## src/design/synth_divider_pkg.sv

```systemverilog
// Purpose: Shared constants for the dual-modulus synthesizer divide chain.
// Assumes: One 50 MHz system clock; VCO signals arrive as asynchronous levels.
// Notes:   Every count, preset and width used by the chain lives here.
// Overview of operation
// - The prescaler divides by 100 or 101 as a 10/11 stage feeding a decade stage.
// - The 10/11 stage divides by 11 only while both modulus controls are low, else by 10.
// - The decade ripple output goes low for one pulse in ten, giving 9x10 plus 1x11.
// - Divide-by-101 lasts until swallow terminal count, then divide-by-100 to main terminal.
// - The swallow counter is a decade low digit and a binary high digit preset to 00..99.
// - A load pulse presets both swallow digits and clears the latch, selecting divide-by-101.
// - High digit 1010 with low digit zero sets the latch and selects divide-by-100.
// - The main counter is two binary stages; the low loads 0..9 and the high always loads 2.
// - Main terminal is low stage bit zero high together with high stage at maximum, count 241.
// - Each main count is worth 100 input counts, so the ratio is 24200 minus (3200 + setting).
// - Setting 999 gives a ratio of 20001 and setting 000 gives 21000.
// - In lock the terminal output is a 10 kHz pulse train for the phase detector.
// - The programmable loop output is also divided by 1000 through three decade counters.
// - The fixed loop feedback divides by 2 then by 16, turning 32 MHz into 1 MHz.
package synth_divider_pkg;

  localparam int unsigned CLK_HZ          = 50_000_000;
  localparam int unsigned DIGIT_W         = 4;
  localparam int unsigned MAIN_W          = 8;
  localparam int unsigned NUM_DECADES     = 3;

  localparam logic [3:0]  DECADE_LAST     = 4'h9;
  localparam logic [3:0]  DM_LAST_DIV10   = 4'h9;
  localparam logic [3:0]  DM_LAST_DIV11   = 4'hA;

  localparam logic [3:0]  SWALLOW_HI_TERM = 4'hA;
  localparam logic [3:0]  SWALLOW_LO_TERM = 4'h0;

  localparam logic [3:0]  MAIN_HI_PRESET  = 4'h2;
  localparam logic [3:0]  MAIN_HI_MAX     = 4'hF;
  localparam logic [3:0]  MAIN_LO_MAX_SEL = 4'h9;
  localparam int unsigned MAIN_LSB_BIT    = 0;

  localparam int unsigned FIXED_DIV2_W    = 1;
  localparam int unsigned FIXED_DIV16_W   = 4;
  localparam int unsigned FIXED_DIV_W     = FIXED_DIV2_W + FIXED_DIV16_W;
  localparam logic [4:0]  FIXED_DIV_LAST  = 5'h1F;

  localparam logic [3:0]  DIGIT_RESET     = 4'h0;

endpackage

```

## src/design/decade_stage.sv

```systemverilog
// Purpose: Presettable up-counting decade stage with ripple detect.
// Assumes: Count and load are one-cycle qualifiers on the system clock.
// Notes:   The ripple output is combinational; the caller qualifies it.
`timescale 1ns/1ps
`default_nettype none
module decade_stage
(
  // Clock and reset
  input  wire logic       i_clk,
  input  wire logic       i_reset,
  // Control
  input  wire logic       i_load,
  input  wire logic [3:0] i_preset,
  input  wire logic       i_count,
  // Status
  output logic      [3:0] o_value,
  output logic            o_at_last
);

  logic [3:0] value_q;
  logic [3:0] value_d;

  always_comb
  begin
    value_d = value_q;
    if (i_load)
    begin
      value_d = i_preset;
    end
    else if (i_count)
    begin
      value_d = (value_q >= synth_divider_pkg::DECADE_LAST) ? 4'h0 : value_q + 4'h1;
    end
  end

  always_ff @(posedge i_clk)
  begin
    if (i_reset)
    begin
      value_q <= synth_divider_pkg::DIGIT_RESET;
    end
    else
    begin
      value_q <= value_d;
    end
  end

  assign o_value   = value_q;
  assign o_at_last = (value_q == synth_divider_pkg::DECADE_LAST);

endmodule
`default_nettype wire

```

## src/design/dual_modulus_synth_divider.sv

```systemverilog
// Purpose: Divide chain of the programmable loop plus the fixed-loop feedback divider.
// Assumes: VCO levels are sampled by the 50 MHz clock, so each must stay well below 25 MHz.
// Notes:   Each synchronised rising VCO edge advances the chain by one input count.
`timescale 1ns/1ps
`default_nettype none
module dual_modulus_synth_divider
(
  // Clock and reset
  input  wire logic       i_clk,
  input  wire logic       i_reset,
  // VCO inputs from the two loops
  input  wire logic       i_prog_vco,
  input  wire logic       i_fixed_vco,
  // Three-digit BCD tuning setting
  input  wire logic [3:0] i_tune_hundreds,
  input  wire logic [3:0] i_tune_tens,
  input  wire logic [3:0] i_tune_units,
  // Chain outputs
  output logic            o_compare_pulse,
  output logic            o_prescaler_pulse,
  output logic            o_div1000_pulse,
  output logic            o_fixed_fb_pulse,
  output logic            o_swallow_modulus_ctrl
);

  // Clamps a digit to a legal BCD value so a bad setting cannot stall the chain.
  function automatic logic [3:0] clamp_bcd(input logic [3:0] digit);
    clamp_bcd = (digit > synth_divider_pkg::MAIN_LO_MAX_SEL) ? synth_divider_pkg::MAIN_LO_MAX_SEL
                                                              : digit;
  endfunction

  function automatic logic main_terminal(input logic [7:0] count);
    main_terminal = count[synth_divider_pkg::MAIN_LSB_BIT]
                    && (count[7:4] == synth_divider_pkg::MAIN_HI_MAX);
  endfunction

  // Two-flop synchronisers; only the second stage is read.
  logic [1:0]  prog_sync_q;
  logic [1:0]  fixed_sync_q;
  logic        prog_prev_q;
  logic        fixed_prev_q;
  logic [11:0] tune_meta_q;
  logic [11:0] tune_sync_q;

  always_ff @(posedge i_clk)
  begin
    if (i_reset)
    begin
      prog_sync_q  <= 2'h0;
      fixed_sync_q <= 2'h0;
      prog_prev_q  <= 1'h0;
      fixed_prev_q <= 1'h0;
      tune_meta_q  <= 12'h000;
      tune_sync_q  <= 12'h000;
    end
    else
    begin
      prog_sync_q  <= {prog_sync_q[0], i_prog_vco};
      fixed_sync_q <= {fixed_sync_q[0], i_fixed_vco};
      prog_prev_q  <= prog_sync_q[1];
      fixed_prev_q <= fixed_sync_q[1];
      tune_meta_q  <= {i_tune_hundreds, i_tune_tens, i_tune_units};
      tune_sync_q  <= tune_meta_q;
    end
  end

  logic vco_edge;
  logic fixed_edge;
  assign vco_edge   = prog_sync_q[1] & ~prog_prev_q;
  assign fixed_edge = fixed_sync_q[1] & ~fixed_prev_q;

  // Prescaler: 10/11 stage feeding a decade stage.
  logic [3:0] dm_q;
  logic [3:0] dm_d;
  logic       dm_wrap;
  logic       ripple_modulus_ctrl;
  logic       swallow_modulus_ctrl;
  logic       presc_at_last;
  logic       presc_pulse;

  // Ripple output is low for the tenth decade state only.
  assign ripple_modulus_ctrl = ~presc_at_last;
  assign dm_wrap = vco_edge && (dm_q == ((!swallow_modulus_ctrl && !ripple_modulus_ctrl)
                   ? synth_divider_pkg::DM_LAST_DIV11
                   : synth_divider_pkg::DM_LAST_DIV10));

  always_comb
  begin
    dm_d = dm_q;
    if (dm_wrap)
    begin
      dm_d = 4'h0;
    end
    else if (vco_edge)
    begin
      dm_d = dm_q + 4'h1;
    end
  end

  always_ff @(posedge i_clk)
  begin
    if (i_reset)
    begin
      dm_q <= synth_divider_pkg::DIGIT_RESET;
    end
    else
    begin
      dm_q <= dm_d;
    end
  end

  decade_stage u_presc_decade
  (
    .i_clk     (i_clk),
    .i_reset   (i_reset),
    .i_load    (1'b0),
    .i_preset  (synth_divider_pkg::DIGIT_RESET),
    .i_count   (dm_wrap),
    .o_value   (),
    .o_at_last (presc_at_last)
  );

  // One prescaler output per 100 or 101 VCO edges.
  assign presc_pulse = dm_wrap && presc_at_last;

  // Swallow counter, main counter and terminal latch.
  logic       load_pulse;
  logic [7:0] main_q;
  logic [7:0] main_d;
  logic [7:0] main_inc;
  logic       latch_q;
  logic       latch_d;
  logic [3:0] swallow_hi_q;
  logic [3:0] swallow_hi_d;
  logic       swallow_lo_last;
  logic       swallow_count;
  logic       compare_d;

  assign swallow_modulus_ctrl = latch_q;
  assign main_inc   = main_q + 8'h01;
  // Terminal is caught on the pulse that would reach 241, which then reloads instead.
  assign load_pulse = presc_pulse && main_terminal(main_inc);
  assign swallow_count = presc_pulse && !latch_q && !load_pulse;

  always_comb
  begin
    main_d       = main_q;
    swallow_hi_d = swallow_hi_q;
    latch_d      = latch_q;
    compare_d    = 1'b0;
    if (load_pulse)
    begin
      main_d       = {synth_divider_pkg::MAIN_HI_PRESET,
                      clamp_bcd(tune_sync_q[11:8])};
      swallow_hi_d = clamp_bcd(tune_sync_q[7:4]);
      latch_d      = 1'b0;
      compare_d    = 1'b1;
    end
    else
    begin
      if (presc_pulse)
      begin
        main_d = main_inc;
      end
      if (swallow_count && swallow_lo_last)
      begin
        swallow_hi_d = swallow_hi_q + 4'h1;
      end
      // Set once the high digit reaches ten with the low digit wrapping to zero.
      if (swallow_count && swallow_lo_last
          && (swallow_hi_q + 4'h1) == synth_divider_pkg::SWALLOW_HI_TERM)
      begin
        latch_d = 1'b1;
      end
    end
  end

  decade_stage u_swallow_lo
  (
    .i_clk     (i_clk),
    .i_reset   (i_reset),
    .i_load    (load_pulse),
    .i_preset  (clamp_bcd(tune_sync_q[3:0])),
    .i_count   (swallow_count),
    .o_value   (),
    .o_at_last (swallow_lo_last)
  );

  // Fixed-loop feedback: divide by 2 then by 16.
  logic [4:0] fixed_div_q;
  logic [4:0] fixed_div_d;
  logic       fixed_fb_d;

  always_comb
  begin
    fixed_div_d = fixed_div_q;
    fixed_fb_d  = 1'b0;
    if (fixed_edge)
    begin
      fixed_div_d = fixed_div_q + 5'h01;
      fixed_fb_d  = (fixed_div_q == synth_divider_pkg::FIXED_DIV_LAST);
    end
  end

  // Divide-by-1000 of the programmable VCO as three cascaded decades.
  logic       dec_last  [synth_divider_pkg::NUM_DECADES];
  logic       dec_en    [synth_divider_pkg::NUM_DECADES + 1];
  assign dec_en[0] = vco_edge;

  genvar gi;
  generate
    for (gi = 0; gi < synth_divider_pkg::NUM_DECADES; gi++)
    begin : g_dec
      decade_stage u_dec
      (
        .i_clk     (i_clk),
        .i_reset   (i_reset),
        .i_load    (1'b0),
        .i_preset  (synth_divider_pkg::DIGIT_RESET),
        .i_count   (dec_en[gi]),
        .o_value   (),
        .o_at_last (dec_last[gi])
      );
      assign dec_en[gi + 1] = dec_en[gi] && dec_last[gi];
    end
  endgenerate

  // Register state and outputs.
  always_ff @(posedge i_clk)
  begin
    if (i_reset)
    begin
      main_q                 <= {synth_divider_pkg::MAIN_HI_PRESET,
                                 synth_divider_pkg::DIGIT_RESET};
      swallow_hi_q           <= synth_divider_pkg::DIGIT_RESET;
      latch_q                <= 1'b0;
      fixed_div_q            <= 5'h00;
      o_compare_pulse        <= 1'b0;
      o_prescaler_pulse      <= 1'b0;
      o_div1000_pulse        <= 1'b0;
      o_fixed_fb_pulse       <= 1'b0;
      o_swallow_modulus_ctrl <= 1'b0;
    end
    else
    begin
      main_q                 <= main_d;
      swallow_hi_q           <= swallow_hi_d;
      latch_q                <= latch_d;
      fixed_div_q            <= fixed_div_d;
      o_compare_pulse        <= compare_d;
      o_prescaler_pulse      <= presc_pulse;
      o_div1000_pulse        <= dec_en[synth_divider_pkg::NUM_DECADES];
      o_fixed_fb_pulse       <= fixed_fb_d;
      o_swallow_modulus_ctrl <= latch_d;
    end
  end

endmodule
`default_nettype wire

```

## config.mk

```make
export PLATFORM = sky130hd
export DESIGN_NAME = dual_modulus_synth_divider
export DESIGN_NICKNAME = d
export VERILOG_FILES = /design/src/design/synth_divider_pkg.sv /design/src/design/decade_stage.sv /design/src/design/dual_modulus_synth_divider.sv
export SDC_FILE = /design/constraint.sdc
export NUM_CORES = 1
export LEC_CHECK = 0
export BUFFER_PORTS_ARGS = -buffer_cell sky130_fd_sc_hd__buf_2
export CORE_MARGIN = 1.5
export CORE_UTILIZATION = 40
export CTS_BUF_LIST = sky130_fd_sc_hd__clkbuf_2 sky130_fd_sc_hd__clkbuf_4 sky130_fd_sc_hd__clkbuf_8
export CTS_CLUSTER_SIZE = 25
export DETAILED_ROUTE_END_ITERATION = 16
export PLACE_DENSITY = 0.6
export SLEW_MARGIN = 20
export SYNTH_ARGS = -nofsm -noshare
export SYNTH_HDL_FRONTEND = slang
export SYNTH_SLANG_ARGS = --single-unit
export TNS_END_PERCENT = 10
```

## constraint.sdc

```tcl
create_clock -name i_clk -period 5.6 [get_ports i_clk]
set_input_delay 0 -clock i_clk [delete_from_list [all_inputs] [get_ports i_clk]]
set_output_delay 0 -clock i_clk [all_outputs]
set_load 0.02 [all_outputs]
```

==> run metrics, run 1 <==
Synth Instances=363; synthesis-stage register bit count=76; P per Cell Area=267 nW/um2; synthesis-to-finish area growth=15.3%; CTS resizes=0; chip height=95.1 um; I/O pin cnt=21; port bufs=20; max_slew headroom=36.6%; Slowest-stage cell, CP=a2111oi_4; largest net degree at the start of global routing=63; min Tclk post-route=2.53 ns; count leader, synth=dfxtp_1; Arr. time, crit path=2.74 ns; clk buf depth=2; Initial DRC Count=105; Required @ worst endpoint=5.81 ns; RSZ-0062 raised after global routing=no; slew at the pin closest to its max-slew limit=0.943 ns; area leader, netlist=dfxtp_1; clock power share=40.7%; number of synthesized flops with an enable pin=0; Post-Route WL=5810 um; Post-Syn Area=3400 um2; worst-path fanout max=14; Clock transition at path regs=0.08 ns; Synth Warn #=0; maximum VDD drop=0.000121 V; WL per Instance=11.5 um; max cap viols=0; CTS tree=built; setup_tns=0 ns; Hold Buf Count CTS=14; CP Cell Sequence=or3b_1, a211o_1, a2111oi_4, and3b_1, nor3_2; H-Tree Depth=3; final setup fails=0; clock sinks=76; DR DRC count=0; Nets=431; Seq/Total Area, Yosys=44.8%; Pre-antenna DRT Iters=4; CP Capture Type=flip-flop; Post-synth top cells=76 x dfxtp_1, 35 x nor2_1, 35 x nor2b_1; initial antenna violation count=0; total net switching power=0.000235 W; post-route ant nets=0; antenna cells=0; Hold Path Class=in2reg; syn_area_per_cell=9.35 um2; Comb pwr share=5.0%; GR Overflow Total=0; CP peak stage delay=0.70 ns; Synth Flop Type=dfxtp_1; design internal power=0.000809 W; share of cells above drive strength 1=12.8%; Pins Over Slew Limit=0; global-route usage over all layers=13.9%; post-synthesis cell type count=52; die area=9050 um2; largest cells by area after synthesis=dfxtp_1 45%, ha_1 7.7%, nor2b_1 6.4%; Vias=2509; Worst setup SP type=flip-flop; Core Box Area=8220 um2; FFs w/ async S/R, synth=0%; Worst R2R Path Depth=5; final hold vios=0; worst-skew pair later-pin latency=0.34 ns; Setup Crit Path Kind=reg2reg; max frequency=395 MHz; switching share of power=22.5%; Root Driver=clkbuf_8; LEAKAGE=1.47 nW; HPWL after detailed placement=3850 um; Starting Density=41.3%; post-DR vias/cell=4.98; # rows=33; Final Total Pwr=0.00104 W; routability cong.=0.810; setup bufs post-CTS=0; number of global-route vias before repair=2281; Setup Skew=0.00920 ns; status=finished clean; hold path cells=3; syn nets=400; CTS buffer count=9; die width=95.1 um; period utilization=45.2%; share of the synthesized area in the top cell type=44.8%; global-route wire length before repair=9920 um; Reg power frac=54.3%
-- worst max-delay path: cells and delay by family, from the launching register on --
family	cells	cell delay, ns
flip-flops	1	0.40
AO/OA/AOI/OAI	2	1.20
AND/OR/NAND/NOR	3	0.80
-- final cells by class --
type	count	area, um2
inverter	16	60.1
tap	105	131
multi-input combinational	256	1750
fill	796	4300
clock buffer	11	145
sequential	76	1520
timing repair buffer	35	248
clock inverter	5	60.1
-- power groups by stage --
stage	Sequential, W	Combinational, W	Clock, W
after CTS	0.000567	0.0000531	0.000442
after floorplan	0.000576	0.0000364	0
final	0.000567	0.0000523	0.000424
after global placement	0.000580	0.0000448	0
after global routing	0.000569	0.0000583	0.000459
after detailed placement	0.000580	0.0000456	0
-- path summary, 6_finish.rpt --
check	start	end	slack, ns
worst max-delay path	dm_q[1]	swallow_hi_q[0]	3.07
worst min-delay path	i_reset	o_prescaler_pulse	0.26
worst max register to register	dm_q[1]	swallow_hi_q[0]	3.07
worst min register to register	tune_meta_q[11]	tune_sync_q[11]	0.43
-- stage by stage --
| stage | cells | setup WS [ns] | hold slack, ns | cell area [um2] | utilization [%] |
|---|---|---|---|---|---|
| floorplan | 363 | 3.60 | 0.128 | 3400 | - |
| global placement | 474 | 3.13 | 0.209 | 3570 | 43.4 |
| detailed placement | 474 | 3.07 | 0.212 | 3570 | 43.4 |
| CTS | 504 | 3.07 | 0.272 | 3910 | 47.6 |
| global route | 504 | 2.85 | 0.300 | 3910 | 47.6 |
| finish | 504 | 3.07 | 0.265 | 3910 | 47.6 |
-- cells by family after synthesis --
group           Yosys count  synth area share (%)
flops                    76                  44.8
buf+inv                  31                  3.72
fa+ha+maj                21                  7.74
xor+xnor                 16                  4.13
compound gates           58                  11.8
simple gates            153                  25.4
mux                       8                  2.40
-- layer usage --
layer | part of all wire (%) | track usage, % | up-vias
met1 | 50 | 17.5 | 1144
met5 | 0 | 0 | -
li1 | - | - | 1312
met3 | 3.2 | 3.03 | 15
met4 | 2.5 | 7.71 | 0
met2 | 45 | 21.9 | 38
-- placed cells by master, fill, tap and decap left out, types with 5 or more instances in the layout --
| cell type | instances |
|---|---|
| clkbuf_8 | 10 |
| dlygate4sd3_1 | 14 |
| nand3b_1 | 7 |
| nor2_1 | 35 |
| a31oi_1 | 6 |
| buf_2 | 20 |
| nand2_1 | 23 |
| mux2i_1 | 7 |
| nand3_1 | 10 |
| xnor2_1 | 7 |
| a21oi_1 | 14 |
| nor2b_1 | 35 |
| nor3_1 | 5 |
| o21ai_0 | 13 |
| inv_1 | 16 |
| xor2_1 | 9 |
| nand4_1 | 6 |
| ha_1 | 21 |
| dfxtp_1 | 76 |
-- state kept, by name (all words and copies together), names as in the netlist --
register                cells
swallow_hi_q                4
fixed_prev_q                1
dm_q                        4
u_presc_decade.o_value      4
fixed_div_q                 5
tune_meta_q                12
latch_q                     1
o_compare_pulse             1
main_q                      8
o_prescaler_pulse           1
prog_prev_q                 1
u_swallow_lo.o_value        4
fixed_sync_q                2
o_div1000_pulse             1
tune_sync_q                12
o_fixed_fb_pulse            1
g_dec.u_dec.o_value        12
prog_sync_q                 2
Note: power is estimated with default switching activity, not from simulation.
==> run 2, diff against run 1 <==
--- a/config.mk
+++ b/config.mk
@@ -5,13 +5,14 @@
 export SDC_FILE = /design/constraint.sdc
 export NUM_CORES = 1
 export LEC_CHECK = 0
+export ABC_AREA = 1
 export BUFFER_PORTS_ARGS = -buffer_cell sky130_fd_sc_hd__buf_2
 export CORE_MARGIN = 1.5
 export CORE_UTILIZATION = 40
 export CTS_BUF_LIST = sky130_fd_sc_hd__clkbuf_2 sky130_fd_sc_hd__clkbuf_4 sky130_fd_sc_hd__clkbuf_8
 export CTS_CLUSTER_SIZE = 25
 export DETAILED_ROUTE_END_ITERATION = 16
-export PLACE_DENSITY = 0.6
+export PLACE_DENSITY = 0.62
 export SLEW_MARGIN = 20
 export SYNTH_ARGS = -nofsm -noshare
 export SYNTH_HDL_FRONTEND = slang
==> constraint.sdc (replaced) <==
create_clock -name i_clk -period 2.3 [get_ports i_clk]
set_input_delay 0 -clock i_clk [delete_from_list [all_inputs] [get_ports i_clk]]
set_output_delay 0 -clock i_clk [all_outputs]
set_load 0.02 [all_outputs]
==> run metrics, run 2 <==
port bufs=20 (unchanged); Required @ worst endpoint=2.55 ns (-3.26 ns); max_slew headroom=68.9% (+32 points); hold path cells=4 (+1); Root Driver=clkbuf_8; global-route usage over all layers=14.5% (+0.64 points); CTS tree=built; Synth Flop Type=dfxtp_1; final setup fails=0 (unchanged); Post-Route WL=6100 um (+4.9%); global-route wire length before repair=11100 um (+12%); maximum VDD drop=0.000357 V (+200%); die area=9350 um2 (+3.3%); CTS buffer count=9 (unchanged); post-DR vias/cell=4.60 (-7.6%); met1 WL=2980 um (+3.4%); FF-to-FF End=swallow_hi_q[2]; Seq/Total Area, Yosys=43.4% (-1.5 points); antenna cells=0 (unchanged); switching share of power=22.1% (-0.39 points); post-route ant nets=0 (unchanged); Pins Over Slew Limit=0 (unchanged); max frequency=499 MHz (+26%); fill count=845 (+6.2%); top sig layer=met4; Initial DRC Count=83 (-21%); Nets=545 (+26%); DR DRC count=0 (unchanged); H-Tree Depth=3 (unchanged); share of the synthesized area in the top cell type=43.4% (-1.5 points); Hold Crit Endpoint=tune_meta_q[3]; status=finished clean; die width=96.7 um (+1.6%); setup_tns=0 ns (unchanged); largest net degree at the start of global routing=38 (-40%); max cap viols=0 (unchanged); HPWL after detailed placement=4370 um (+13%); syn nets=505 (+26%); Core Box Area=8340 um2 (+1.5%); Setup Skew=0.00648 ns (-0.00273 ns); Pre-antenna DRT Iters=4 (unchanged); Util after Layout=49.2% (+1.5 points); commonest cells after routing, fill and taps aside=81 x nand2_1, 76 x nor2_1, 76 x dfxtp_1; Setup Crit Path Kind=reg2reg; DR WL met3=229 um (+22%); FF+latch area=1520 um2 (unchanged); initial antenna violation count=0 (unchanged); footprint of the multi-input gates=1650 um2 (-5.7%); P per Cell Area=639 nW/um2 (+140%); FFs w/ async S/R, synth=0% (unchanged); Reg power frac=51.8% (-2.5 points); chip height=96.7 um (+1.6%); Starting Density=42.1% (+0.75 points); Synth Instances=468 (+29%); Comb pwr share=4.0% (-1.0 points); met2 wire length=2750 um (+5.7%); fin cells=618 (+23%); WL per Instance=9.87 um (-14%); number of global-route vias before repair=2689 (+18%); Clock transition at path regs=0.08 ns (about the same); syn_area_per_cell=7.50 um2 (-20%); flop-to-flop setup slack=0.30 ns (-2.77 ns); LEAKAGE=1.84 nW (+25%); Post-Syn Area=3510 um2 (+3.4%); area leader, netlist=dfxtp_1; worst-path fanout max=20 (+6); design internal power=0.00204 W (+150%); number of synthesized flops with an enable pin=0 (unchanged); worst-skew pair later-pin latency=0.35 ns (about the same); synthesis-to-finish area growth=16.9%; post-synthesis cell type count=37 (-29%); Arr. time, crit path=2.26 ns (-0.48 ns); clock power share=44.3% (+3.6 points); Critical R2R Launch=u_presc_decade.o_value[0]; share of cells above drive strength 1=12.7% (-0.11 points); I/O pin cnt=21 (unchanged); Worst R2R Path Depth=12 (+7); most common cell after layout, fill and taps aside=nand2_1; largest cells by area after synthesis=dfxtp_1 43%, nand2_1 8.7%, nor2_1 8.1%; synthesis-stage register bit count=76 (unchanged); period utilization=87.1% (+42 points); setup bufs post-CTS=0 (unchanged); routability cong.=0.776 (-4.1%); CP Capture Type=flip-flop; Vias=2843 (+13%); min Tclk post-route=2.00 ns (-0.528 ns); GR Overflow Total=0 (unchanged); slew at the pin closest to its max-slew limit=0.461 ns (-0.481 ns); Synth Warn #=0 (unchanged); Hold Path Class=in2reg; final hold vios=0 (unchanged); Worst setup SP type=flip-flop; Post-synth top cells=81 x nand2_1, 76 x dfxtp_1, 76 x nor2_1; clk buf depth=2 (unchanged); HP Start=i_tune_units[3]; count leader, synth=nand2_1; # rows=33 (unchanged); total net switching power=0.000579 W (+150%); RSZ-0062 raised after global routing=no; clock sinks=76 (unchanged); DP Cell Count=587 (+24%)
## run 2: power by group through the flow
stage	sequential, W	clock (W)	combinational [W]
final	0.00136	0.00116	0.000104
after CTS	0.00136	0.00120	0.000106
after detailed placement	0.00139	0	0.0000859
after floorplan	0.00138	0	0.0000591
after global routing	0.00136	0.00126	0.000120
after global placement	0.00139	0	0.0000836
## run 2: kinds of logic (layout without fill, tap and decap cells)
| family | count (synthesis) | in the layout | share of synthesized area (%) |
|---|---|---|---|
| DFF | 76 | 76 | 43.4 |
| buffers and inverters | 89 | 134 | 9.84 |
| and+or+nand+nor | 215 | 215 | 27.7 |
| xor gates and xnor gates | 10 | 10 | 2.50 |
| AOI/OAI and AO/OA | 57 | 57 | 9.09 |
| adders and majority gates | 21 | 21 | 7.49 |
## run 2: critical path, stage by stage, from the launching register on
cell and delay [ns]:
dfxtp_1 0.41, ha_1 0.21, nand2_1 0.07, nor2_2 0.20
nand2_1 0.14, nand3_2 0.10, nand2_4 0.08, nand3_2 0.09
inv_2 0.06, nand2_4 0.19, o21ai_1 0.14, o21ai_1 0.14
nor2_1 0.05
## run 2: area by class of cell
type | instances | share of cell area (%)
multi-input cells | 303 | 40.2
flip-flops and latches | 76 | 37.1
inverters | 81 | 7.41
repair buffers | 37 | 6.47
clock buffers | 10 | 3.36
well taps | 105 | 3.20
clock inverters | 6 | 2.29
## run 2: worst max-delay path by stage
| stage | slack (ns) | cells after the start | to | startpoint |
|---|---|---|---|---|
| after global placement | 0.30 | 12 | swallow_hi_q[1] | u_presc_decade.o_value[0] |
| after global routing | 0.11 | 13 | swallow_hi_q[3] | u_presc_decade.o_value[0] |
| final | 0.30 | 12 | swallow_hi_q[2] | u_presc_decade.o_value[0] |
| after CTS | 0.16 | 12 | swallow_hi_q[1] | u_presc_decade.o_value[0] |
| after detailed placement | 0.18 | 12 | swallow_hi_q[1] | u_presc_decade.o_value[0] |
| after floorplan | 0.60 | 13 | swallow_hi_q[1] | u_presc_decade.o_value[0] |
## run 2: metrics by stage
step / instance area, um2 / hold slack, ns / worst slack [ns] / power [W]
after floorplan: 3510 / 0.107 / 0.603 / 0.00144
after global placement: 3710 / 0.198 / 0.301 / 0.00147
after detailed placement: 3710 / 0.206 / 0.176 / 0.00147
after CTS: 4100 / 0.354 / 0.159 / 0.00266
after global routing: 4100 / 0.372 / 0.109 / 0.00274
final: 4100 / 0.374 / 0.296 / 0.00262
## run 2: timing repair
item / CTS / global route
endpoints found under the setup margin: 0 / 7
gates resized for setup: 0 / 1
hold buffers: 15 / 0
hold endpoints to repair: 15 / 0
## run 2: routing by layer
| layer | GRT usage (%) | vias to the layer above |
|---|---|---|
| met5 | 0 | - |
| met4 | 7.36 | 0 |
| met3 | 3.97 | 10 |
| met2 | 24.6 | 39 |
| met1 | 16.7 | 1259 |
| li1 | - | 1535 |
